**src/hw/cfd_pkg.sv**
```systemverilog
package cfd_pkg;
	// Clock and power-up timing
	localparam int CLK_FREQ_HZ = 10_000_000;
	localparam int POWERUP_DELAY_TIMER_UNIT_MS = 1;
	localparam int POWERUP_DELAY_TIMER_UNIT_CYCLES = CLK_FREQ_HZ / 1000 * POWERUP_DELAY_TIMER_UNIT_MS;
	// Word widths
	localparam int CFG_WORD_W = 24;
	localparam int CFG_DATA_W = 16;
	// Register byte offsets
	localparam logic [4:0] OFS_BOOT_CFG = 5'h00;
	localparam logic [4:0] OFS_GEN_CFG = 5'h04;
	localparam logic [4:0] OFS_WDT_CFG = 5'h08;
	localparam logic [4:0] OFS_POR_CFG = 5'h0C;
	localparam logic [4:0] OFS_CTRL = 5'h10;
	localparam logic [4:0] OFS_STATUS = 5'h14;
	// Field positions
	localparam int BOOT_WP_BIT = 0;
	localparam int BOOT_SIZE_LSB = 1;
	localparam int GEN_WP_BIT = 0;
	localparam int GEN_LEVEL_LSB = 1;
	localparam int WDT_POST_LSB = 0;
	localparam int WDT_PRE_BIT = 4;
	localparam int WDT_WIN_OFF_BIT = 6;
	localparam int WDT_FORCE_BIT = 7;
	localparam int POR_POWERUP_DELAY_TIMER_LSB = 0;
	localparam int CTRL_SOFT_WDT_BIT = 0;
	// Boot size codes
	localparam logic [2:0] BSS_STD_SMALL = 3'h6;
	localparam logic [2:0] BSS_HIGH_SMALL = 3'h2;
	localparam logic [2:0] BSS_STD_MEDIUM = 3'h5;
	localparam logic [2:0] BSS_HIGH_MEDIUM = 3'h1;
	localparam logic [23:0] BOOT_END_SMALL = 24'h00_03FF;
	localparam logic [23:0] BOOT_END_MEDIUM = 24'h00_0FFF;
	// General level codes
	localparam logic [1:0] GSS_NONE = 2'h3;
	localparam logic [1:0] GSS_STD = 2'h2;
	// Watchdog prescaler ratios
	localparam logic [7:0] WDT_PRE_HIGH = 8'h80;
	localparam logic [7:0] WDT_PRE_LOW = 8'h20;
	// Debug resources
	localparam int DBG_PAIRS = 3;
	localparam logic [9:0] DBG_RAM_BYTES = 10'h050;
	// Reset values
	localparam logic [15:0] CFG_RESET = 16'h0000;
	localparam logic CTRL_SOFT_WDT_RESET = 1'b0;
	// Security levels of a segment
	typedef enum logic [1:0] {CFD_SEC_NONE, CFD_SEC_STD, CFD_SEC_HIGH, CFD_SEC_RSVD} cfd_sec_t;
endpackage

```
**src/hw/cfd_cfg_if.sv**
```systemverilog
`timescale 1ns/1ps
interface cfd_cfg_if;
	import cfd_pkg::*;
	logic boot_write_ok; // Boot segment writable
	logic boot_present; // Boot segment exists
	cfd_sec_t boot_sec; // Boot security level
	logic [23:0] boot_end; // Last boot word address
	logic gen_write_ok; // General segment writable
	cfd_sec_t gen_sec; // General security level
	logic wdt_force_on; // Watchdog forced on
	logic wdt_window; // Windowed mode
	logic [7:0] wdt_pre_div; // Prescaler ratio
	logic [15:0] wdt_post_div; // Postscaler ratio
	logic [7:0] powerup_delay_timer_units; // Power-up delay in ms
	modport drv (output boot_write_ok, boot_present, boot_sec, boot_end, gen_write_ok,
		gen_sec, wdt_force_on, wdt_window, wdt_pre_div, wdt_post_div, powerup_delay_timer_units);
	modport use_p (input boot_write_ok, boot_present, boot_sec, boot_end, gen_write_ok,
		gen_sec, wdt_force_on, wdt_window, wdt_pre_div, wdt_post_div, powerup_delay_timer_units);
endinterface

```
**src/hw/cfd_decode.sv**
```systemverilog
`timescale 1ns/1ps
module cfd_decode import cfd_pkg::*; (
	input wire logic [15:0] boot_word_i, // Captured boot word
	input wire logic [15:0] gen_word_i, // Captured general word
	input wire logic [15:0] wdt_word_i, // Captured watchdog word
	input wire logic [15:0] por_word_i, // Captured power-on word
	cfd_cfg_if.drv cfg // Decoded settings
);
	logic [2:0] bss;
	logic [1:0] gss;
	logic [3:0] post;
	logic [2:0] powerup_delay_timer;

	// Field extraction and decode
	always_comb begin
		bss = boot_word_i[BOOT_SIZE_LSB +: 3];
		gss = gen_word_i[GEN_LEVEL_LSB +: 2];
		post = wdt_word_i[WDT_POST_LSB +: 4];
		powerup_delay_timer = por_word_i[POR_POWERUP_DELAY_TIMER_LSB +: 3];
		cfg.boot_write_ok = boot_word_i[BOOT_WP_BIT];
		cfg.boot_present = 1'b1;
		cfg.boot_sec = CFD_SEC_NONE;
		cfg.boot_end = 24'h00_0000;
		case (bss)
			BSS_STD_SMALL: begin
				cfg.boot_sec = CFD_SEC_STD;
				cfg.boot_end = BOOT_END_SMALL;
			end
			BSS_HIGH_SMALL: begin
				cfg.boot_sec = CFD_SEC_HIGH;
				cfg.boot_end = BOOT_END_SMALL;
			end
			BSS_STD_MEDIUM: begin
				cfg.boot_sec = CFD_SEC_STD;
				cfg.boot_end = BOOT_END_MEDIUM;
			end
			BSS_HIGH_MEDIUM: begin
				cfg.boot_sec = CFD_SEC_HIGH;
				cfg.boot_end = BOOT_END_MEDIUM;
			end
			default: cfg.boot_present = 1'b0;
		endcase
		cfg.gen_write_ok = gen_word_i[GEN_WP_BIT];
		case (gss)
			GSS_NONE: cfg.gen_sec = CFD_SEC_NONE;
			GSS_STD: cfg.gen_sec = CFD_SEC_STD;
			default: cfg.gen_sec = CFD_SEC_RSVD;
		endcase
		cfg.wdt_force_on = wdt_word_i[WDT_FORCE_BIT];
		cfg.wdt_window = ~wdt_word_i[WDT_WIN_OFF_BIT];
		cfg.wdt_pre_div = wdt_word_i[WDT_PRE_BIT] ? WDT_PRE_HIGH : WDT_PRE_LOW;
		cfg.wdt_post_div = 16'h0001 << post;
		cfg.powerup_delay_timer_units = (powerup_delay_timer == 3'h0) ? 8'h00 : (8'h01 << powerup_delay_timer);
	end
endmodule

```
**src/hw/cfd_powerup_delay_timer.sv**
```systemverilog
`timescale 1ns/1ps
module cfd_powerup_delay_timer import cfd_pkg::*; #(
	parameter int UNIT_CYCLES = POWERUP_DELAY_TIMER_UNIT_CYCLES // Cycles per ms
) (
	input wire logic clk_sys_i, // System clock
	input wire logic reset_n_i, // Sync reset, low
	input wire logic start_i, // Start pulse
	input wire logic [7:0] units_i, // Delay in ms, 0 = none
	output logic done_o // Delay elapsed
);
	localparam int CW = $clog2(UNIT_CYCLES + 1);
	typedef enum logic [1:0] {CFD_PT_IDLE, CFD_PT_COUNT, CFD_PT_DONE} cfd_pt_st_t;
	cfd_pt_st_t st_reg, st_next; // Timer state
	logic [CW-1:0] cyc_reg, cyc_next; // Cycles within a ms
	logic [7:0] ms_reg, ms_next; // Elapsed ms
	logic done_reg, done_next; // Done flag

	// Next-state logic
	always_comb begin
		st_next = st_reg;
		cyc_next = cyc_reg;
		ms_next = ms_reg;
		done_next = done_reg;
		case (st_reg)
			CFD_PT_IDLE: begin
				if (start_i) begin
					cyc_next = '0;
					ms_next = 8'h00;
					if (units_i == 8'h00) begin
						st_next = CFD_PT_DONE;
						done_next = 1'b1;
					end else begin
						st_next = CFD_PT_COUNT;
					end
				end
			end
			CFD_PT_COUNT: begin
				if (cyc_reg == CW'(UNIT_CYCLES - 1)) begin
					cyc_next = '0;
					ms_next = ms_reg + 8'h01;
					if (ms_reg + 8'h01 == units_i) begin
						st_next = CFD_PT_DONE;
						done_next = 1'b1;
					end
				end else begin
					cyc_next = cyc_reg + CW'(1);
				end
			end
			CFD_PT_DONE: done_next = 1'b1;
			default: st_next = CFD_PT_IDLE;
		endcase
	end

	// State registers
	always_ff @(posedge clk_sys_i) begin
		if (!reset_n_i) begin
			st_reg <= CFD_PT_IDLE;
			cyc_reg <= '0;
			ms_reg <= 8'h00;
			done_reg <= 1'b0;
		end else begin
			st_reg <= st_next;
			cyc_reg <= cyc_next;
			ms_reg <= ms_next;
			done_reg <= done_next;
		end
	end

	assign done_o = done_reg;
endmodule

```
**src/hw/cfd_top.sv**
```systemverilog
`timescale 1ns/1ps
module cfd_top import cfd_pkg::*; #(
	parameter int POWERUP_DELAY_TIMER_UNIT_CYC = POWERUP_DELAY_TIMER_UNIT_CYCLES, // Cycles per ms of delay
	parameter logic [23:0] IVT_END = 24'h00_00FF, // Last vector word
	parameter logic [23:0] FLASH_END = 24'h00_1FFF // Last flash word
) (
	input wire logic clk_sys_i, // System clock
	input wire logic reset_n_i, // Sync reset, low
	input wire logic [23:0] nv_boot_word_i, // Stored boot word
	input wire logic [23:0] nv_gen_word_i, // Stored general word
	input wire logic [23:0] nv_wdt_word_i, // Stored watchdog word
	input wire logic [23:0] nv_por_word_i, // Stored power-on word
	input wire logic nv_debug_en_i, // Stored debug enable
	input wire logic [1:0] nv_debug_pair_i, // Stored debug pair
	input wire logic [4:0] avs_address_i, // Byte address
	input wire logic avs_read_i, // Read request
	input wire logic avs_write_i, // Write request
	input wire logic [31:0] avs_writedata_i, // Write data
	input wire logic [3:0] avs_byteenable_i, // Byte lanes
	output logic [31:0] avs_readdata_o, // Read data
	output logic avs_waitrequest_o, // Stall
	input wire logic flash_wr_req_i, // Flash write attempt
	input wire logic [23:0] flash_wr_addr_i, // Flash word address
	output logic flash_wr_allow_o, // Write may proceed
	input wire logic [9:0] ram_addr_i, // Data RAM byte address
	output logic ram_user_ok_o, // RAM byte open to user
	output logic wdt_run_o, // Watchdog running
	output logic low_power_rc_osc_on_o, // Low-power RC kept on
	output logic wdt_window_o, // Windowed mode
	output logic [7:0] wdt_pre_div_o, // Prescaler ratio
	output logic [15:0] wdt_post_div_o, // Postscaler ratio
	output logic powerup_done_o, // Power-up delay over
	output cfd_sec_t boot_sec_o, // Boot security level
	output cfd_sec_t gen_sec_o, // General security level
	input wire logic dbg_tx_i, // Debug engine data out
	input wire logic dbg_tx_en_i, // Debug engine drives
	output logic dbg_rx_o, // Data from chosen pin
	output logic dbg_clk_o, // Clock from chosen pin
	input wire logic [DBG_PAIRS-1:0] dbg_pin_data_i, // Data pins in
	output logic [DBG_PAIRS-1:0] dbg_pin_data_o, // Data pins out
	output logic [DBG_PAIRS-1:0] dbg_pin_data_oe_n_o, // Data enable, low
	input wire logic [DBG_PAIRS-1:0] dbg_pin_clk_i, // Clock pins in
	output logic [DBG_PAIRS-1:0] dbg_pin_lock_o, // Pins withheld
	output logic prog_pins_shared_o // Programming pins in debug use
);
	typedef enum logic {CFD_ST_LOAD, CFD_ST_RUN} cfd_st_t;

	// Capture state
	cfd_st_t st_reg, st_next; // Load or run
	logic [15:0] boot_w_reg, boot_w_next; // Boot word
	logic [15:0] gen_w_reg, gen_w_next; // General word
	logic [15:0] wdt_w_reg, wdt_w_next; // Watchdog word
	logic [15:0] por_w_reg, por_w_next; // Power-on word
	logic dbg_en_reg, dbg_en_next; // Debug enabled
	logic [1:0] dbg_sel_reg, dbg_sel_next; // Chosen pair
	logic start_reg, start_next; // Timer start pulse
	logic loaded_reg, loaded_next; // Capture done

	// Bus state
	logic soft_wdt_reg, soft_wdt_next; // Software watchdog enable
	logic wait_reg, wait_next; // Waitrequest
	logic [31:0] rdata_reg, rdata_next; // Read data

	// Output registers
	logic flash_ok_reg, flash_ok_next;
	logic ram_ok_reg, ram_ok_next;
	logic wdt_run_reg, wdt_run_next;
	logic low_power_rc_osc_reg, low_power_rc_osc_next;
	logic win_reg, win_next;
	logic [7:0] pre_reg, pre_next;
	logic [15:0] post_reg, post_next;
	cfd_sec_t bsec_reg, bsec_next;
	cfd_sec_t gsec_reg, gsec_next;
	logic rx_reg, rx_next;
	logic clk_reg, clk_next;
	logic shared_reg, shared_next;
	logic [DBG_PAIRS-1:0] pout_reg, pout_next;
	logic [DBG_PAIRS-1:0] poe_n_reg, poe_n_next;
	logic [DBG_PAIRS-1:0] lock_reg, lock_next;

	// Per-pair helpers
	logic [DBG_PAIRS-1:0] pair_hot; // Pair chosen and active
	logic [DBG_PAIRS-1:0] rx_bits; // Masked data in
	logic [DBG_PAIRS-1:0] clk_bits; // Masked clock in
	logic [1:0] sel_eff; // Chosen pair, spare code folded
	logic pt_done; // Power-up timer done
	logic [31:0] status_word; // Status readback
	logic [CFG_DATA_W-1:0] ctrl_word; // Control readback
	logic acc; // Bus access this cycle

	cfd_cfg_if cfg (); // Decoded settings

	// Decoder of captured words
	cfd_decode u_decode (
		.boot_word_i(boot_w_reg),
		.gen_word_i(gen_w_reg),
		.wdt_word_i(wdt_w_reg),
		.por_word_i(por_w_reg),
		.cfg(cfg)
	);

	// Power-up delay timer
	cfd_powerup_delay_timer #(
		.UNIT_CYCLES(POWERUP_DELAY_TIMER_UNIT_CYC)
	) u_powerup_delay_timer (
		.clk_sys_i(clk_sys_i),
		.reset_n_i(reset_n_i),
		.start_i(start_reg),
		.units_i(cfg.powerup_delay_timer_units),
		.done_o(pt_done)
	);

	// Spare pair code falls back to the primary pair
	assign sel_eff = (dbg_sel_reg == 2'h3) ? 2'h0 : dbg_sel_reg;

	// Pin pair steering, one slice per pair
	genvar k;
	generate
		for (k = 0; k < DBG_PAIRS; k = k + 1) begin : g_pair
			assign pair_hot[k] = dbg_en_reg && (sel_eff == 2'(k));
			assign rx_bits[k] = pair_hot[k] & dbg_pin_data_i[k];
			assign clk_bits[k] = pair_hot[k] & dbg_pin_clk_i[k];
			assign pout_next[k] = pair_hot[k] & dbg_tx_i;
			assign poe_n_next[k] = ~(pair_hot[k] & dbg_tx_en_i);
			assign lock_next[k] = pair_hot[k];
		end
	endgenerate

	// Readback words
	assign ctrl_word = CFG_DATA_W'(soft_wdt_reg) << CTRL_SOFT_WDT_BIT;
	assign status_word = {24'h00_0000, loaded_reg, cfg.gen_sec == CFD_SEC_RSVD,
		dbg_sel_reg, dbg_en_reg, pt_done, low_power_rc_osc_reg, wdt_run_reg};
	assign acc = (avs_read_i | avs_write_i) & wait_reg;

	// Capture, bus and output next values
	always_comb begin
		st_next = st_reg;
		boot_w_next = boot_w_reg;
		gen_w_next = gen_w_reg;
		wdt_w_next = wdt_w_reg;
		por_w_next = por_w_reg;
		dbg_en_next = dbg_en_reg;
		dbg_sel_next = dbg_sel_reg;
		start_next = 1'b0;
		loaded_next = loaded_reg;
		soft_wdt_next = soft_wdt_reg;
		wait_next = 1'b1;
		rdata_next = rdata_reg;

		// Words taken once after reset, then frozen
		case (st_reg)
			CFD_ST_LOAD: begin
				boot_w_next = nv_boot_word_i[CFG_DATA_W-1:0];
				gen_w_next = nv_gen_word_i[CFG_DATA_W-1:0];
				wdt_w_next = nv_wdt_word_i[CFG_DATA_W-1:0];
				por_w_next = nv_por_word_i[CFG_DATA_W-1:0];
				dbg_en_next = nv_debug_en_i;
				dbg_sel_next = nv_debug_pair_i;
				start_next = 1'b1;
				loaded_next = 1'b1;
				st_next = CFD_ST_RUN;
			end
			CFD_ST_RUN: st_next = CFD_ST_RUN;
			default: st_next = CFD_ST_LOAD;
		endcase

		// One wait cycle, then the answer
		if (acc) begin
			wait_next = 1'b0;
			case (avs_address_i)
				OFS_BOOT_CFG: rdata_next = {16'h0000, boot_w_reg};
				OFS_GEN_CFG: rdata_next = {16'h0000, gen_w_reg};
				OFS_WDT_CFG: rdata_next = {16'h0000, wdt_w_reg};
				OFS_POR_CFG: rdata_next = {16'h0000, por_w_reg};
				OFS_CTRL: rdata_next = {16'h0000, ctrl_word};
				OFS_STATUS: rdata_next = status_word;
				default: rdata_next = 32'h0000_0000;
			endcase
		end

		// Only the control word is writable
		if (avs_write_i && !wait_reg && avs_address_i == OFS_CTRL && avs_byteenable_i[0]) begin
			soft_wdt_next = avs_writedata_i[CTRL_SOFT_WDT_BIT];
		end

		// Watchdog run and oscillator keep-on
		wdt_run_next = cfg.wdt_force_on | soft_wdt_reg;
		low_power_rc_osc_next = cfg.wdt_force_on | soft_wdt_reg;
		win_next = cfg.wdt_window;
		pre_next = cfg.wdt_pre_div;
		post_next = cfg.wdt_post_div;
		bsec_next = cfg.boot_sec;
		gsec_next = cfg.gen_sec;

		// Flash write gate by segment
		flash_ok_next = 1'b0;
		if (flash_wr_req_i && loaded_reg) begin
			if (cfg.boot_present && flash_wr_addr_i > IVT_END
				&& flash_wr_addr_i <= cfg.boot_end) begin
				flash_ok_next = cfg.boot_write_ok;
			end else if (flash_wr_addr_i <= FLASH_END) begin
				flash_ok_next = cfg.gen_write_ok;
			end
		end

		// RAM bytes held back for the debugger
		ram_ok_next = !(dbg_en_reg && ram_addr_i < DBG_RAM_BYTES);

		// Chosen pair to the debug engine
		rx_next = |rx_bits;
		clk_next = |clk_bits;
		shared_next = dbg_en_reg && (sel_eff == 2'h0);
	end

	// Register update
	always_ff @(posedge clk_sys_i) begin
		if (!reset_n_i) begin
			st_reg <= CFD_ST_LOAD;
			boot_w_reg <= CFG_RESET;
			gen_w_reg <= CFG_RESET;
			wdt_w_reg <= CFG_RESET;
			por_w_reg <= CFG_RESET;
			dbg_en_reg <= 1'b0;
			dbg_sel_reg <= 2'h0;
			start_reg <= 1'b0;
			loaded_reg <= 1'b0;
			soft_wdt_reg <= CTRL_SOFT_WDT_RESET;
			wait_reg <= 1'b1;
			rdata_reg <= 32'h0000_0000;
			flash_ok_reg <= 1'b0;
			ram_ok_reg <= 1'b1;
			wdt_run_reg <= 1'b0;
			low_power_rc_osc_reg <= 1'b0;
			win_reg <= 1'b0;
			pre_reg <= 8'h00;
			post_reg <= 16'h0000;
			bsec_reg <= CFD_SEC_NONE;
			gsec_reg <= CFD_SEC_NONE;
			rx_reg <= 1'b0;
			clk_reg <= 1'b0;
			shared_reg <= 1'b0;
			pout_reg <= '0;
			poe_n_reg <= '1;
			lock_reg <= '0;
		end else begin
			st_reg <= st_next;
			boot_w_reg <= boot_w_next;
			gen_w_reg <= gen_w_next;
			wdt_w_reg <= wdt_w_next;
			por_w_reg <= por_w_next;
			dbg_en_reg <= dbg_en_next;
			dbg_sel_reg <= dbg_sel_next;
			start_reg <= start_next;
			loaded_reg <= loaded_next;
			soft_wdt_reg <= soft_wdt_next;
			wait_reg <= wait_next;
			rdata_reg <= rdata_next;
			flash_ok_reg <= flash_ok_next;
			ram_ok_reg <= ram_ok_next;
			wdt_run_reg <= wdt_run_next;
			low_power_rc_osc_reg <= low_power_rc_osc_next;
			win_reg <= win_next;
			pre_reg <= pre_next;
			post_reg <= post_next;
			bsec_reg <= bsec_next;
			gsec_reg <= gsec_next;
			rx_reg <= rx_next;
			clk_reg <= clk_next;
			shared_reg <= shared_next;
			pout_reg <= pout_next;
			poe_n_reg <= poe_n_next;
			lock_reg <= lock_next;
		end
	end

	// Outputs straight from flops
	assign avs_readdata_o = rdata_reg;
	assign avs_waitrequest_o = wait_reg;
	assign flash_wr_allow_o = flash_ok_reg;
	assign ram_user_ok_o = ram_ok_reg;
	assign wdt_run_o = wdt_run_reg;
	assign low_power_rc_osc_on_o = low_power_rc_osc_reg;
	assign wdt_window_o = win_reg;
	assign wdt_pre_div_o = pre_reg;
	assign wdt_post_div_o = post_reg;
	assign powerup_done_o = pt_done;
	assign boot_sec_o = bsec_reg;
	assign gen_sec_o = gsec_reg;
	assign dbg_rx_o = rx_reg;
	assign dbg_clk_o = clk_reg;
	assign dbg_pin_data_o = pout_reg;
	assign dbg_pin_data_oe_n_o = poe_n_reg;
	assign dbg_pin_lock_o = lock_reg;
	assign prog_pins_shared_o = shared_reg;
endmodule

```
**config.mk**
```make
export PLATFORM = sky130hd
export DESIGN_NAME = cfd_top
export DESIGN_NICKNAME = d
export VERILOG_FILES = /design/src/hw/cfd_pkg.sv /design/src/hw/cfd_cfg_if.sv /design/src/hw/cfd_decode.sv /design/src/hw/cfd_powerup_delay_timer.sv /design/src/hw/cfd_top.sv
export SDC_FILE = /design/constraint.sdc
export NUM_CORES = 1
export LEC_CHECK = 0
export BUFFER_PORTS_ARGS = -buffer_cell sky130_fd_sc_hd__buf_2
export CAP_MARGIN = 10
export CELL_PAD_IN_SITES_DETAIL_PLACEMENT = 0
export CELL_PAD_IN_SITES_GLOBAL_PLACEMENT = 1
export CORE_MARGIN = 3
export CORE_UTILIZATION = 38
export CTS_CLUSTER_DIAMETER = 50
export DETAILED_ROUTE_END_ITERATION = 12
export PLACE_DENSITY = 0.91
export SETUP_SLACK_MARGIN = 0.05
export SYNTH_ARGS = -nofsm -noshare
export SYNTH_HDL_FRONTEND = slang
export SYNTH_SLANG_ARGS = --single-unit
```
**constraint.sdc**
```tcl
create_clock -name clk_sys_i -period 5.51 [get_ports clk_sys_i]
set_input_delay 0.2755 -clock clk_sys_i [delete_from_list [all_inputs] [get_ports clk_sys_i]]
set_output_delay 0.2755 -clock clk_sys_i [all_outputs]
set_load 0.05 [all_outputs]
```
Word-level counts from Yosys, hierarchy flattened
Cells that the tools add are included.

Output and inout port bits: 79. Register bits: 173. Logic and storage cells: 141.

Shifts and indexed selects: 2. Bitwise operators: 20. $lt $le $gt $ge: 4. Reduce and logical (&&, ||, !) cells: 31. Eq/ne operators: 23. $add $sub $neg: 2. Muxes and demuxes: 29.

Operator list (number): 16-bit one-hot mux with 6 select lines (1); 8-bit two-way mux (4); 14-bit two-way mux (2); 14-bit one-hot mux with 2 select lines (1); 24-bit by 8-bit greater-than comparator with 1-bit output, second input constant (1); 24-bit by 13-bit <= comparator with 1-bit output, second input constant (1); 24-bit <= comparator (1); 12-bit one-hot mux with 2 select lines (1); 8-bit one-hot mux with 2 select lines (1); 1-bit by 4-bit left shift with 16-bit output, first input constant (1); 14-bit by 1-bit adder with 14-bit output, second input constant (1); 14-bit == test, second input constant (1); 1-bit bitwise AND (13); 2-bit == test, second input constant (6); 5-bit by 4-bit == test with 1-bit output, second input constant (2); 5-bit == test, second input constant (2); 1-bit logical AND (10); 10-bit by 7-bit < comparator with 1-bit output, second input constant (1); 1-bit two-way mux (10); 2-bit two-way mux (5); 8-bit by 1-bit adder with 8-bit output, second input constant (1); 8-bit == test (1); 8-bit zero test (1); 2-bit one-hot mux with 2 select lines (2); 25 further kinds (41).

Depth between registers and ports, before layout
Gate-level depths: netlist (run 1).

Word-level depth: 6. Depth in mapped cells: 8. Mapped depth without buffers: 8.

By module
From an unflattened synthesis (run 1), not the netlist that was laid out.

Cell total of the unflattened synthesis: 824. Area total of the unflattened synthesis: 7652.3 um^2.

Modules (own cells, without submodules): cfd_top (seq. area each 2622.5 um^2, instances 1, area each 5704.2 um^2, cells each 572); cfd_powerup_delay_timer (seq. area each 500.5 um^2, instances 1, area each 1485.2 um^2, cells each 179); cfd_decode (seq. area each 0.0 um^2, instances 1, area each 462.9 um^2, cells each 73).

Worst setup path after synthesis (run 1)
OpenSTA, ideal clock, no wires.

Path kind: reg-to-reg. From: register boot_w_reg[1]. To: register flash_ok_reg, in the netlist flash_wr_allow_o. Library setup time: 120 ps. Buffers on the path: 0. Arrival time: 2122 ps. Cell stages (with the launch flop): 9. Setup slack: 3268 ps. Cells stage by stage: dfxtp_1 -> xnor2_2 -> ha_1 -> a21o_1 -> maj3_1 -> a21oi_1 -> o2111ai_1 -> mux2i_1 -> o21ai_1.

Longest elaborated chain between the ends: 6. Elaborated cells on any way between the ends: 13. Classes of those cells: 1 x order compare; 4 x eq/ne; 3 x mux; 5 x reduce/logical.

RTL lines: start: declaration (RTL line cfd_top.sv:50) `logic [15:0] boot_w_reg, boot_w_next;`; start signal: assignment (RTL line cfd_top.sv:247) `boot_w_reg <= boot_w_next;`; 3-bit == test, or another cell as far along (RTL line cfd_decode.sv:24) `case (bss)`; 2-bit OR reduction (no source line) / 4-bit OR reduction (equally long branches); 12-bit one-hot mux with 2 select lines / 1-bit two-way mux (equally long branches) (RTL line cfd_decode.sv:24); 24-bit <= comparator / 1-bit logical AND (equally long branches) (RTL line cfd_top.sv:199, cfd_top.sv:198); 1-bit logical AND * (RTL line cfd_top.sv:199) `&& flash_wr_addr_i <= cfg.boot_end) begin`; 1-bit two-way mux * (RTL line cfd_top.sv:198) `if (cfg.boot_present && flash_wr_addr_i > IVT_END`; end signal: assignment (RTL line cfd_top.sv:258) `flash_ok_reg <= flash_ok_next;`; end: declaration (RTL line cfd_top.sv:65) `logic flash_ok_reg, flash_ok_next;`.

Mark *: on every way between the ends. The rest lies on a longest branch, timed or not. A chain may end at the register's enable or synchronous reset.

Worst setup path after layout (run 1)
Ends and elaborated chain as after synthesis.

==> results of run 1 <==
[cells by family after synthesis]
group	after synthesis	synth area share, %
fa+ha+maj	14	2.57
compound gates	111	11.7
mux	72	10.7
other cells	1	0.0557
xor+xnor	18	2.45
buf+inv	71	5.49
flops	150	44.6
simple gates	276	22.3
[power groups by stage]
stage	sequential (mW)	clock (mW)	combinational, mW
3_3_place_gp	1.18	0	0.276
2_1_floorplan	1.20	0	0.187
4_1_cts	1.16	1.13	0.282
5_1_grt	1.17	1.17	0.307
3_5_place_dp	1.19	0	0.281
6_report	1.16	1.11	0.281
[per-layer routing]
layer / track usage (%) / routed length [um] / vias up
met5: 0 / 21 / -
met2: 27.7 / 7750 / 169
li1: - / - / 2778
met1: 20.6 / 7410 / 2516
met4: 4.99 / 248 / 4
met3: 6.38 / 1320 / 22
[per-stage QoR]
step	utilization (%)	instance area, um^2
after floorplan	-	6810
after global placement	44.3	7660
after detailed placement	44.3	7660
after CTS	47.5	8220
after global routing	47.5	8220
final	47.5	8220
[cells in the final DEF (no fill, tap or decap), drive strengths merged, types with 8 or more instances in the layout]
master / synthesis / final
a22o: 8 / 8
nand4: 9 / 9
and2: 17 / 17
nor3: 11 / 11
xor2: 10 / 10
inv: 10 / 18
a22oi: 9 / 9
nor2: 45 / 45
clkbuf: 27 / 17
nor2b: 80 / 80
a21boi: 8 / 8
mux2i: 70 / 70
and3: 8 / 8
ha: 13 / 13
xnor2: 8 / 8
a21oi: 10 / 10
nand2: 53 / 53
dfxtp: 150 / 150
conb: 1 / 22
a221oi: 15 / 15
buf: 34 / 177
nand3: 19 / 19
o21ai: 33 / 33
[worst max-delay path by stage]
stage	start	endpoint	slack, ps	cells after the start
3_3_place_gp	boot_w_reg[1]$_SDFFE_PN0N_	flash_wr_allow_o$_SDFF_PN0_	3020	8
6_report	boot_w_reg[1]$_SDFFE_PN0N_	flash_wr_allow_o$_SDFF_PN0_	2980	8
2_1_floorplan	boot_w_reg[1]$_SDFFE_PN0N_	flash_wr_allow_o$_SDFF_PN0_	3270	8
4_1_cts	boot_w_reg[1]$_SDFFE_PN0N_	flash_wr_allow_o$_SDFF_PN0_	2980	8
3_5_place_dp	boot_w_reg[1]$_SDFFE_PN0N_	flash_wr_allow_o$_SDFF_PN0_	2990	8
5_1_grt	boot_w_reg[1]$_SDFFE_PN0N_	flash_wr_allow_o$_SDFF_PN0_	2830	8
[layout make-up]
class | count | area (um^2)
Clock buffer | 17 | 425
Clock inverter | 15 | 138
Fill cell | 1642 | 9080
Inverter | 10 | 37.5
Multi-Input combinational cell | 513 | 3440
Sequential cell | 150 | 3010
Tap cell | 225 | 282
Timing Repair Buffer | 177 | 896
[worst reg2reg max path, stage by stage, from the launching register on]
cell,delay [ps]
sky130_fd_sc_hd__dfxtp_1,360
sky130_fd_sc_hd__xnor2_2,600
sky130_fd_sc_hd__ha_1,370
sky130_fd_sc_hd__a21o_1,190
sky130_fd_sc_hd__maj3_1,350
sky130_fd_sc_hd__a21oi_1,180
sky130_fd_sc_hd__o2111ai_1,150
sky130_fd_sc_hd__mux2i_1,160
sky130_fd_sc_hd__o21ai_1,70
==> summary.md, run 1 <==
• 49.9 ps — final-layout worst hold slack
• 16700 um — routed wire length
• 2 — initial antenna violation count
• 11.0% — Comb power frac
• false — RSZ-0062 raised after global routing
• sky130_fd_sc_hd__dfxtp_1 — cell type contributing the most total cell area after synthesis
• built — clock tree from TritonCTS
• 2.55 mW — total chip power
• 8 — drt first pass iters
• 26500 um — global-route wire length before repair
• 1.83 mW — P_int
• 2840 ps — data arrival at the endpoint of the critical path
• 310 nW/um^2 — total power divided by cell area
• sky130_fd_sc_hd__dfxtp_1, sky130_fd_sc_hd__nor2b_1, sky130_fd_sc_hd__mux2i_1, sky130_fd_sc_hd__nand2_1, sky130_fd_sc_hd__nor2_1 — top cells by instance count after synthesis
• 254 — iteration-0 DRC count of the detailed router
• 0 — post-CTS repair timing setup buffer count
• 420 ps — clock network latency to the later pin of the worst-skew pair
• xnor2_2 -> ha_1 -> a21o_1 -> maj3_1 -> a21oi_1 -> o2111ai_1 -> mux2i_1 -> o21ai_1 — list of cells traversed by the critical path
• 2980 ps — reg2reg setup slack
• flip-flop — type of element capturing the critical path
• 2990 ps — DP Worst Slack
• 2 — Min-Delay Path Depth
• sky130_fd_sc_hd__dfxtp_1 — most instantiated library cell after synthesis
• 0 — quantity of hold-fixing buffers added after cts
• 22.2% — post-synthesis to final-layout area growth
• 139 um — Die X
• 266 — ports placed on the boundary
• 8.76 ps — Worst Skew
• dbg_tx_en_i — hold_sp
• 70 ps — Clock Pin Slew Worst Setup and Hold Paths
• 0 — post-cts sizing count
• dbg_pin_data_oe_n_o[2]$_SDFF_PN1_ — Worst Hold End
• 5203 — number of global-route vias before repair
• 43.4% — clock network fraction of design power
• 395 MHz — highest clock frequency the design can meet
• 38.9% — initial core utilization
• 2 — CTS Buffer Depth
• 0 — GRT Residual Overflow
• reg -> reg — CP Class
• 3.61 nW — Static Leakage
• 9.44 um^2 — mean post-synth cell area
• 19300 um^2 — die area
• 2530 ps — shortest clock period the worst path allows after layout
• sky130_fd_sc_hd__dfxtp_1 — predominant post-synthesis flop cell
• 17300 um^2 — core footprint
• 139 um — die height
• 0 — Final Hold Vio Count
• sky130_fd_sc_hd__clkbuf_16 — root buffer selected by CTS
• 12200 um — dpl hpwl
• 0 — count of unresolved DRC violations after routing
• 0.717 mW — Net Sw Power
• 173 — PortBufs
• 0.835 — final RePlAce weighted congestion
• 0 — number of warning messages in the yosys log
• 45.6% — Flop pwr share
• 17 — number of CTS-inserted buffers
• 15.1 um — wire per inst
• 0 — final count of negative-setup-slack endpoints
• 46.0% — Period Utilization, post-route
• flip-flop — type of origin of the critical path
• 16.8% — Global Route Usage Sum
• 2980 ps — setup slack after layout
• 0.209 mV — worst vdd ir
• complete, no violations — status
• flash_wr_allow_o$_SDFF_PN0_ — reg-to-reg critical path endpoint
• 1040 ps — Worst-Margin Slew
• 48 — Site Rows
• 8 — R2R cell count
• 0 — buffering stage count on the worst path with inverters included
• 63 — Netlist cell types
• 24.9% — ratio of cells with drive above 1 in the final layout
• 5489 — total number of vias
• boot_w_reg[1]$_SDFFE_PN0N_ — source of the worst register-to-register timing path
• 590 ps — largest incremental delay on the critical path
• 0 — max-capacitance violation count
• 4 — maximum level of the CTS H-tree
• 6730 um^2 — post-synth design cell area
• 4.96 — detailed-route vias per instance
• 150 — flip-flop and latch count after synthesis
• 0% — post-synthesis async set-or-reset flop share
• sky130_fd_sc_hd__dfxtp_1, sky130_fd_sc_hd__mux2i_1, sky130_fd_sc_hd__nor2b_1 — top cells by area in the synthesized netlist
• 0 — max-slew violation count
• 44.6% — area share of the largest cell type after synthesis
• 1107 — count of placed standard cells in the final layout, fillers left out
• 0 — Antenna diodes
• 15 — CP Max Fanout
• in -> reg — Hold Path Class
• 0 — Antenna Violating Nets Remaining
• 0 ps — Total Neg Setup Slack
• 30.6% — relative slew slack
• 65 — maximum number of pins on one net before global-route repair
• sky130_fd_sc_hd__xnor2_2 — CP max-delay cell
• 5820 ps — endpoint required time on the critical path
• 1075 — count of placed standard cells including taps
• 150 — clock sinks
• 713 — number of instances in the synthesized netlist
• 44.6% — portion of the post-synthesis area used by sequential elements
• 0 — count of flip-flops with a built-in enable after synthesis
• 1069 — NumNets Final
• adder cells — CP top delay family
• 28.2% — switching part of the total
Note: power is estimated with default switching activity, not from simulation.
==> run 2, diff against run 1 <==
--- a/config.mk
+++ b/config.mk
@@ -5,15 +5,16 @@
 export SDC_FILE = /design/constraint.sdc
 export NUM_CORES = 1
 export LEC_CHECK = 0
+export ABC_AREA = 1
 export BUFFER_PORTS_ARGS = -buffer_cell sky130_fd_sc_hd__buf_2
 export CAP_MARGIN = 10
 export CELL_PAD_IN_SITES_DETAIL_PLACEMENT = 0
 export CELL_PAD_IN_SITES_GLOBAL_PLACEMENT = 1
 export CORE_MARGIN = 3
-export CORE_UTILIZATION = 38
+export CORE_UTILIZATION = 33
 export CTS_CLUSTER_DIAMETER = 50
 export DETAILED_ROUTE_END_ITERATION = 12
-export PLACE_DENSITY = 0.91
+export PLACE_DENSITY = 0.86
 export SETUP_SLACK_MARGIN = 0.05
 export SYNTH_ARGS = -nofsm -noshare
 export SYNTH_HDL_FRONTEND = slang
==> constraint.sdc (replaced) <==
create_clock -name clk_sys_i -period 2.6 [get_ports clk_sys_i]
set_input_delay 0.13 -clock clk_sys_i [delete_from_list [all_inputs] [get_ports clk_sys_i]]
set_output_delay 0.13 -clock clk_sys_i [all_outputs]
set_load 0.05 [all_outputs]
==> summary.md, run 2 <==
• 430 ps — clock network latency to the later pin of the worst-skew pair, about the same
• 150 — clock sinks, unchanged
• 64 — quantity of hold-fixing buffers added after cts, +64
• 146 um — die height, +5.1%
• 0.410 mV — worst vdd ir, +96%
• 9 — CP Max Fanout, -6
• 0 — Final Hold Vio Count, unchanged
• gen_w_reg[2]$_SDFFE_PN0N_ — Worst Hold End
• 0 — number of warning messages in the yosys log, unchanged
• 20.4% — ratio of cells with drive above 1 in the final layout, -4.5 points
• 46.3% — area share of the largest cell type after synthesis, +1.7 points
• boot_w_reg[2]$_SDFFE_PN0N_ — source of the worst register-to-register timing path
• 1305 — NumNets Final, +22%
• 13.7 um — wire per inst, -9.7%
• built — clock tree from TritonCTS
• 2910 ps — endpoint required time on the critical path, -2910 ps
• reg -> reg — CP Class
• 266 — ports placed on the boundary, unchanged
• 2200 ps — shortest clock period the worst path allows after layout, -334 ps
• 2 — CTS Buffer Depth, unchanged
• flip-flop — type of element capturing the critical path
• flip-flop — type of origin of the critical path
• 4 — maximum level of the CTS H-tree, unchanged
• 0 — max-slew violation count, unchanged
• in -> reg — Hold Path Class
• 15 — R2R cell count, +7
• 19000 um^2 — core footprint, +10%
• 0 — initial antenna violation count, -2
• 21400 um^2 — die area, +11%
• sky130_fd_sc_hd__buf_2, sky130_fd_sc_hd__dfxtp_1, sky130_fd_sc_hd__nor2_1 — commonest non-fill, non-tap cells in the layout
• 400 ps — reg2reg setup slack, -2580 ps
• 12.4 ps — Worst Skew, +3.66 ps
• 657 nW/um^2 — total power divided by cell area, +110%
• 7.40 um^2 — mean post-synth cell area, -22%
• 43 — Netlist cell types, -32%
• 1947 — Layout fillers, +19%
• 356 — iteration-0 DRC count of the detailed router, +40%
• 400 ps — setup slack after layout, -2580 ps
• 0 ps — Total Neg Setup Slack, unchanged
• 146 um — Die X, +5.1%
• sky130_fd_sc_hd__clkbuf_16 — root buffer selected by CTS
• 84.6% — Period Utilization, post-route, +39 points
• 1.55 mW — Net Sw Power, +120%
• 2510 ps — data arrival at the endpoint of the critical path, -330 ps
• 173 — PortBufs, unchanged
• 34.6% — post-synthesis to final-layout area growth
• 4.19 mW — P_int, +130%
• 455 MHz — highest clock frequency the design can meet, +15%
• 0 — post-CTS repair timing setup buffer count, unchanged
• 0 — count of flip-flops with a built-in enable after synthesis, unchanged
• sky130_fd_sc_hd__dfxtp_1 — most instantiated library cell after synthesis
• 43.3% — Flop pwr share, -2.3 points
• 0 — max-capacitance violation count, unchanged
• 0.828 — final RePlAce weighted congestion, -0.86%
• 728 ps — Worst-Margin Slew, -312 ps
• 17 — number of CTS-inserted buffers, unchanged
• 6490 um^2 — post-synth design cell area, -3.6%
• 4.56 — detailed-route vias per instance, -8.0%
• complete, no violations — status
• 397 ps — DP Worst Slack, -2590 ps
• 6288 — total number of vias, +15%
• 34.1% — initial core utilization, -4.8 points
• 0 — Antenna Violating Nets Remaining, unchanged
• 0 — Antenna diodes, unchanged
• 80 — maximum number of pins on one net before global-route repair, +23%
• 877 — number of instances in the synthesized netlist, +23%
• sky130_fd_sc_hd__buf_2 — most common cell after layout, fill and taps aside
• sky130_fd_sc_hd__dfxtp_1, sky130_fd_sc_hd__nor2_1, sky130_fd_sc_hd__nand2_1 — top cells by area in the synthesized netlist
• 13.3% — Comb power frac, +2.3 points
• 46.3% — portion of the post-synthesis area used by sequential elements, +1.7 points
• 4.01 nW — Static Leakage, +11%
• 30800 um — global-route wire length before repair, +16%
• 43.4% — clock network fraction of design power, about the same
• 27.0% — switching part of the total, -1.2 points
• 0 — final count of negative-setup-slack endpoints, unchanged
• 17.7% — Global Route Usage Sum, +0.84 points
• 50 — Site Rows, +4.2%
• 0% — post-synthesis async set-or-reset flop share, unchanged
• flash_wr_allow_o$_SDFF_PN0_ — reg-to-reg critical path endpoint
• sky130_fd_sc_hd__dfxtp_1 — cell type contributing the most total cell area after synthesis
• 150 — flip-flop and latch count after synthesis, unchanged
• 3 — Min-Delay Path Depth, +1
• sky130_fd_sc_hd__dfxtp_1, sky130_fd_sc_hd__nor2_1, sky130_fd_sc_hd__nand2_1, sky130_fd_sc_hd__inv_1, sky130_fd_sc_hd__o21ai_0 — top cells by instance count after synthesis
• 13500 um — dpl hpwl, +11%
• 60 ps — Clock Pin Slew Worst Setup and Hold Paths, about the same
• 6051 — number of global-route vias before repair, +16%
• 5 — drt first pass iters, -3
• 18800 um — routed wire length, +12%
• 51.4% — relative slew slack, +21 points
• nv_gen_word_i[2] — hold_sp
• 0 — count of unresolved DRC violations after routing, unchanged
• false — RSZ-0062 raised after global routing
• 0 — post-cts sizing count, unchanged
• sky130_fd_sc_hd__dfxtp_1 — predominant post-synthesis flop cell
• 0 — GRT Residual Overflow, unchanged
[run 2: metrics by stage]
step / total power, mW / hold WS, ps / std cells / area, um^2 / util, %
after floorplan: 3.02 / 158 / 898 / 6570 / -
after global placement: 3.21 / 333 / 1282 / 7500 / 39.4
after detailed placement: 3.22 / 335 / 1282 / 7500 / 39.4
after CTS: 5.77 / 6.57 / 1378 / 8730 / 45.9
after global routing: 5.99 / 27.5 / 1378 / 8730 / 45.9
final: 5.73 / 16.2 / 1378 / 8730 / 45.9
[run 2: power by group through the flow]
stage	Clock [mW]	Combinational (mW)	Sequential [mW]
final	2.49	0.762	2.48
after global routing	2.64	0.850	2.50
after CTS	2.52	0.762	2.48
after detailed placement	0	0.687	2.53
after global placement	0	0.678	2.53
after floorplan	0	0.427	2.59
[run 2: routing by layer]
metal  wire length [um]  up-vias  GRT usage (%)
met4                223        0           4.28
met1               8940     2864           23.0
met5                  0        -              0
li1                   -     3271              -
met2               8990      133           30.2
met3                657       20           3.54
[run 2: kinds of logic after synthesis]
| group | count (synthesis) | synth area share [%] |
|---|---|---|
| adders and majority gates | 13 | 2.51 |
| DFF | 150 | 46.3 |
| AOI/OAI and AO/OA | 191 | 15.9 |
| and+or+nand+nor | 368 | 24.5 |
| other | 1 | 0.0578 |
| buffers and inverters | 152 | 10.5 |
| xor gates and xnor gates | 2 | 0.270 |
[run 2: layout make-up]
class                   instances  area [um^2]  area share [%]
repair buffers                245         1570            17.9
multi-input cells             596         2880            33.0
clock buffers                  20          437            5.00
clock inverters                12          154            1.76
flip-flops and latches        150         3000            34.4
inverters                      95          359            4.11
well taps                     260          325            3.73
[run 2: critical path, cell delays in order (launching register included)]
cell	delay [ps]
sky130_fd_sc_hd__dfxtp_1	310
sky130_fd_sc_hd__inv_1	80
sky130_fd_sc_hd__nand2_1	120
sky130_fd_sc_hd__nand2_1	210
sky130_fd_sc_hd__inv_1	210
sky130_fd_sc_hd__ha_1	370
sky130_fd_sc_hd__and3_1	170
sky130_fd_sc_hd__nand3_1	90
sky130_fd_sc_hd__nor2_1	130
sky130_fd_sc_hd__nand2_1	70
sky130_fd_sc_hd__nand3_1	60
sky130_fd_sc_hd__nand2_1	50
sky130_fd_sc_hd__nand2_1	70
sky130_fd_sc_hd__nand2_1	60
sky130_fd_sc_hd__nand2_1	50
sky130_fd_sc_hd__nor2_1	40
[run 2: worst max-delay path by stage]
stage,start,end,slack [ps]
2_1_floorplan,boot_w_reg[2]$_SDFFE_PN0N_,flash_wr_allow_o$_SDFF_PN0_,740
3_3_place_gp,boot_w_reg[2]$_SDFFE_PN0N_,flash_wr_allow_o$_SDFF_PN0_,480
3_5_place_dp,boot_w_reg[2]$_SDFFE_PN0N_,flash_wr_allow_o$_SDFF_PN0_,400
4_1_cts,boot_w_reg[2]$_SDFFE_PN0N_,flash_wr_allow_o$_SDFF_PN0_,370
5_1_grt,boot_w_reg[2]$_SDFFE_PN0N_,flash_wr_allow_o$_SDFF_PN0_,100
6_report,boot_w_reg[2]$_SDFFE_PN0N_,flash_wr_allow_o$_SDFF_PN0_,400
==> run 3, diff against run 2 <==
--- a/config.mk
+++ b/config.mk
@@ -11,10 +11,10 @@
 export CELL_PAD_IN_SITES_DETAIL_PLACEMENT = 0
 export CELL_PAD_IN_SITES_GLOBAL_PLACEMENT = 1
 export CORE_MARGIN = 3
-export CORE_UTILIZATION = 33
+export CORE_UTILIZATION = 30
 export CTS_CLUSTER_DIAMETER = 50
 export DETAILED_ROUTE_END_ITERATION = 12
-export PLACE_DENSITY = 0.86
+export PLACE_DENSITY = 0.83
 export SETUP_SLACK_MARGIN = 0.05
 export SYNTH_ARGS = -nofsm -noshare
 export SYNTH_HDL_FRONTEND = slang
==> constraint.sdc (replaced) <==
create_clock -name clk_sys_i -period 1.8 [get_ports clk_sys_i]
set_input_delay 0.09 -clock clk_sys_i [delete_from_list [all_inputs] [get_ports clk_sys_i]]
set_output_delay 0.09 -clock clk_sys_i [all_outputs]
set_load 0.05 [all_outputs]
==> summary.md, run 3 (same netlist as run 2, synthesis figures left out) <==
• 0 — Antenna Violating Nets Remaining, unchanged
• 8.70 ps — Worst Skew, -3.71 ps
• true — RSZ-0062 raised after global routing
• 3000 um^2 — Multi-input gate area, +4.0%
• 0.810 — final RePlAce weighted congestion, -2.1%
• 8.37 mW — total chip power, +46%
• 74 — maximum number of pins on one net before global-route repair, -7.5%
• 60 ps — Clock Pin Slew Worst Setup and Hold Paths, about the same
• 71.0 ps — setup slack after layout, -329 ps
• 60.7% — relative slew slack, +9.2 points
• flip-flop — type of element capturing the critical path
• 17 — number of CTS-inserted buffers, unchanged
• 23400 um^2 — die area, +9.6%
• 0 — initial antenna violation count, unchanged
• 4.15 nW — Static Leakage, +3.6%
• 2 — CTS Buffer Depth, unchanged
• sky130_fd_sc_hd__buf_2 — most common cell after layout, fill and taps aside
• 53 — Site Rows, +6.0%
• 2165 — Layout fillers, +11%
• 0 — Antenna diodes, unchanged
• 0 — GRT Residual Overflow, unchanged
• 0.544 mV — worst vdd ir, +33%
• flip-flop — type of origin of the critical path
• 16.1% — Global Route Usage Sum, -1.6 points
• 0 — max-capacitance violation count, unchanged
• 0 — max-slew violation count, unchanged
• 589 ps — Worst-Margin Slew, -139 ps
• 4 — maximum level of the CTS H-tree, unchanged
• built — clock tree from TritonCTS
• 31000 um — global-route wire length before repair, +0.63%
• in -> reg — Hold Path Class
• 578 MHz — highest clock frequency the design can meet, +27%
• 266 — ports placed on the boundary, unchanged
• 23.5% — ratio of cells with drive above 1 in the final layout, +3.1 points
• 0 — Final Hold Vio Count, unchanged
• 420 ps — clock network latency to the later pin of the worst-skew pair, about the same
• 0 — count of unresolved DRC violations after routing, unchanged
• 0.123 ps — DP Worst Slack, -397 ps
• 4.52 — detailed-route vias per instance, -0.91%
• 2160 ps — endpoint required time on the critical path, -750 ps
• 13.4 um — wire per inst, -2.1%
• 913 nW/um^2 — total power divided by cell area, +39%
• 1730 ps — shortest clock period the worst path allows after layout, -471 ps
• 329 — iteration-0 DRC count of the detailed router, -7.6%
• 14100 um — dpl hpwl, +4.1%
• 1335 — NumNets Final, +2.3%
• 153 um — Die X, +4.7%
• sky130_fd_sc_hd__clkbuf_16 — root buffer selected by CTS
• 41.2% — post-synthesis to final-layout area growth
• 96.1% — Period Utilization, post-route, +11 points
• sky130_fd_sc_hd__buf_2, sky130_fd_sc_hd__dfxtp_1, sky130_fd_sc_hd__nor2_1 — commonest non-fill, non-tap cells in the layout
• 5 — drt first pass iters, unchanged
• 3010 um^2 — Sequential cell area, +0.21%
• 2090 ps — data arrival at the endpoint of the critical path, -420 ps
• 21200 um^2 — core footprint, +11%
• 6232 — number of global-route vias before repair, +3.0%
• 0 — final count of negative-setup-slack endpoints, unchanged
• 173 — PortBufs, unchanged
• 30.7% — initial core utilization, -3.4 points
• complete, no violations — status
• 6434 — total number of vias, +2.3%
• reg -> reg — CP Class
• 150 — clock sinks, unchanged
• 153 um — die height, +4.7%
• 19000 um — routed wire length, +1.1%
• 7 — CP Max Fanout, -2
[run 3: cell types whose count changed in the layout (fill, tap and decap cells not counted), sizes merged]
cell / before / now
buf: 181 / 196
dlygate4sd3: 64 / 79
[run 3: what timing repair did]
item                                    4_1_cts  5_1_grt
resized for setup                            12       18
hold endpoints to repair                     75        0
setup buffers                                 0        1
endpoints found under the setup margin        1       11
pin swaps                                     3        5
hold buffers                                 80        0
[run 3: where the power goes]
part           total (mW)  internal, mW  switching, mW
combinational        1.21         0.452          0.755
sequential           3.58          3.48         0.0964
clock                3.58          2.18           1.40
total                8.37          6.11           2.26
[run 3: final timing paths]
| path | depth (start not counted) | slack [ps] | start | endpoint |
|---|---|---|---|---|
| max | 17 | 70 | boot_w_reg[2]$_SDFFE_PN0N_ | flash_wr_allow_o$_SDFF_PN0_ |
| min | 5 | 20 | flash_wr_req_i | flash_wr_allow_o$_SDFF_PN0_ |
| max reg2reg | 17 | 70 | boot_w_reg[2]$_SDFFE_PN0N_ | flash_wr_allow_o$_SDFF_PN0_ |
| min reg2reg | 1 | 430 | boot_w_reg[3]$_SDFFE_PN0N_ | boot_sec_o[1]$_SDFF_PN0_ |
[run 3: area by class of cell]
type,count,area share [%]
timing repair buffer,275,20.2
multi-input combinational,596,32.7
tap,275,3.76
clock inverter,12,1.68
sequential,150,32.9
inverter,95,3.97
clock buffer,20,4.77
[run 3: metal layers]
layer | share of wire (%) | GRT usage (%) | vias up
li1 | - | - | 3338
met1 | 46 | 20.7 | 2881
met2 | 47 | 27.3 | 191
met3 | 5.7 | 3.74 | 24
met4 | 1.4 | 4.33 | 0
met5 | 0 | 0 | -
[run 3: through the flow]
stage	instance area [um^2]	hold WS, ps	setup TNS [ps]	util, %	instances
6_report	9160	20.1	0	43.3	1423
5_1_grt	9160	21.8	-99.1	43.3	1423
2_1_floorplan	6570	118	0	-	898
3_5_place_dp	7650	287	0	36.2	1311
4_1_cts	9100	2.93	0	43.0	1423
3_3_place_gp	7650	284	0	36.2	1311
[run 3: worst max-delay path: stages (launching register included)]
cell,delay (ps)
sky130_fd_sc_hd__dfxtp_2,330
sky130_fd_sc_hd__inv_2,70
sky130_fd_sc_hd__nand2_4,70
sky130_fd_sc_hd__nand2_4,80
sky130_fd_sc_hd__inv_6,60
sky130_fd_sc_hd__buf_4,140
sky130_fd_sc_hd__ha_1,260
sky130_fd_sc_hd__nand2_1,80
sky130_fd_sc_hd__nand2_1,50
sky130_fd_sc_hd__nand2_1,60
sky130_fd_sc_hd__nand2_1,40
sky130_fd_sc_hd__nand2_1,50
sky130_fd_sc_hd__nand3_1,60
sky130_fd_sc_hd__nand2_1,80
sky130_fd_sc_hd__nand2_2,50
sky130_fd_sc_hd__nand2_1,50
sky130_fd_sc_hd__nand2_1,40
sky130_fd_sc_hd__nor2_1,90
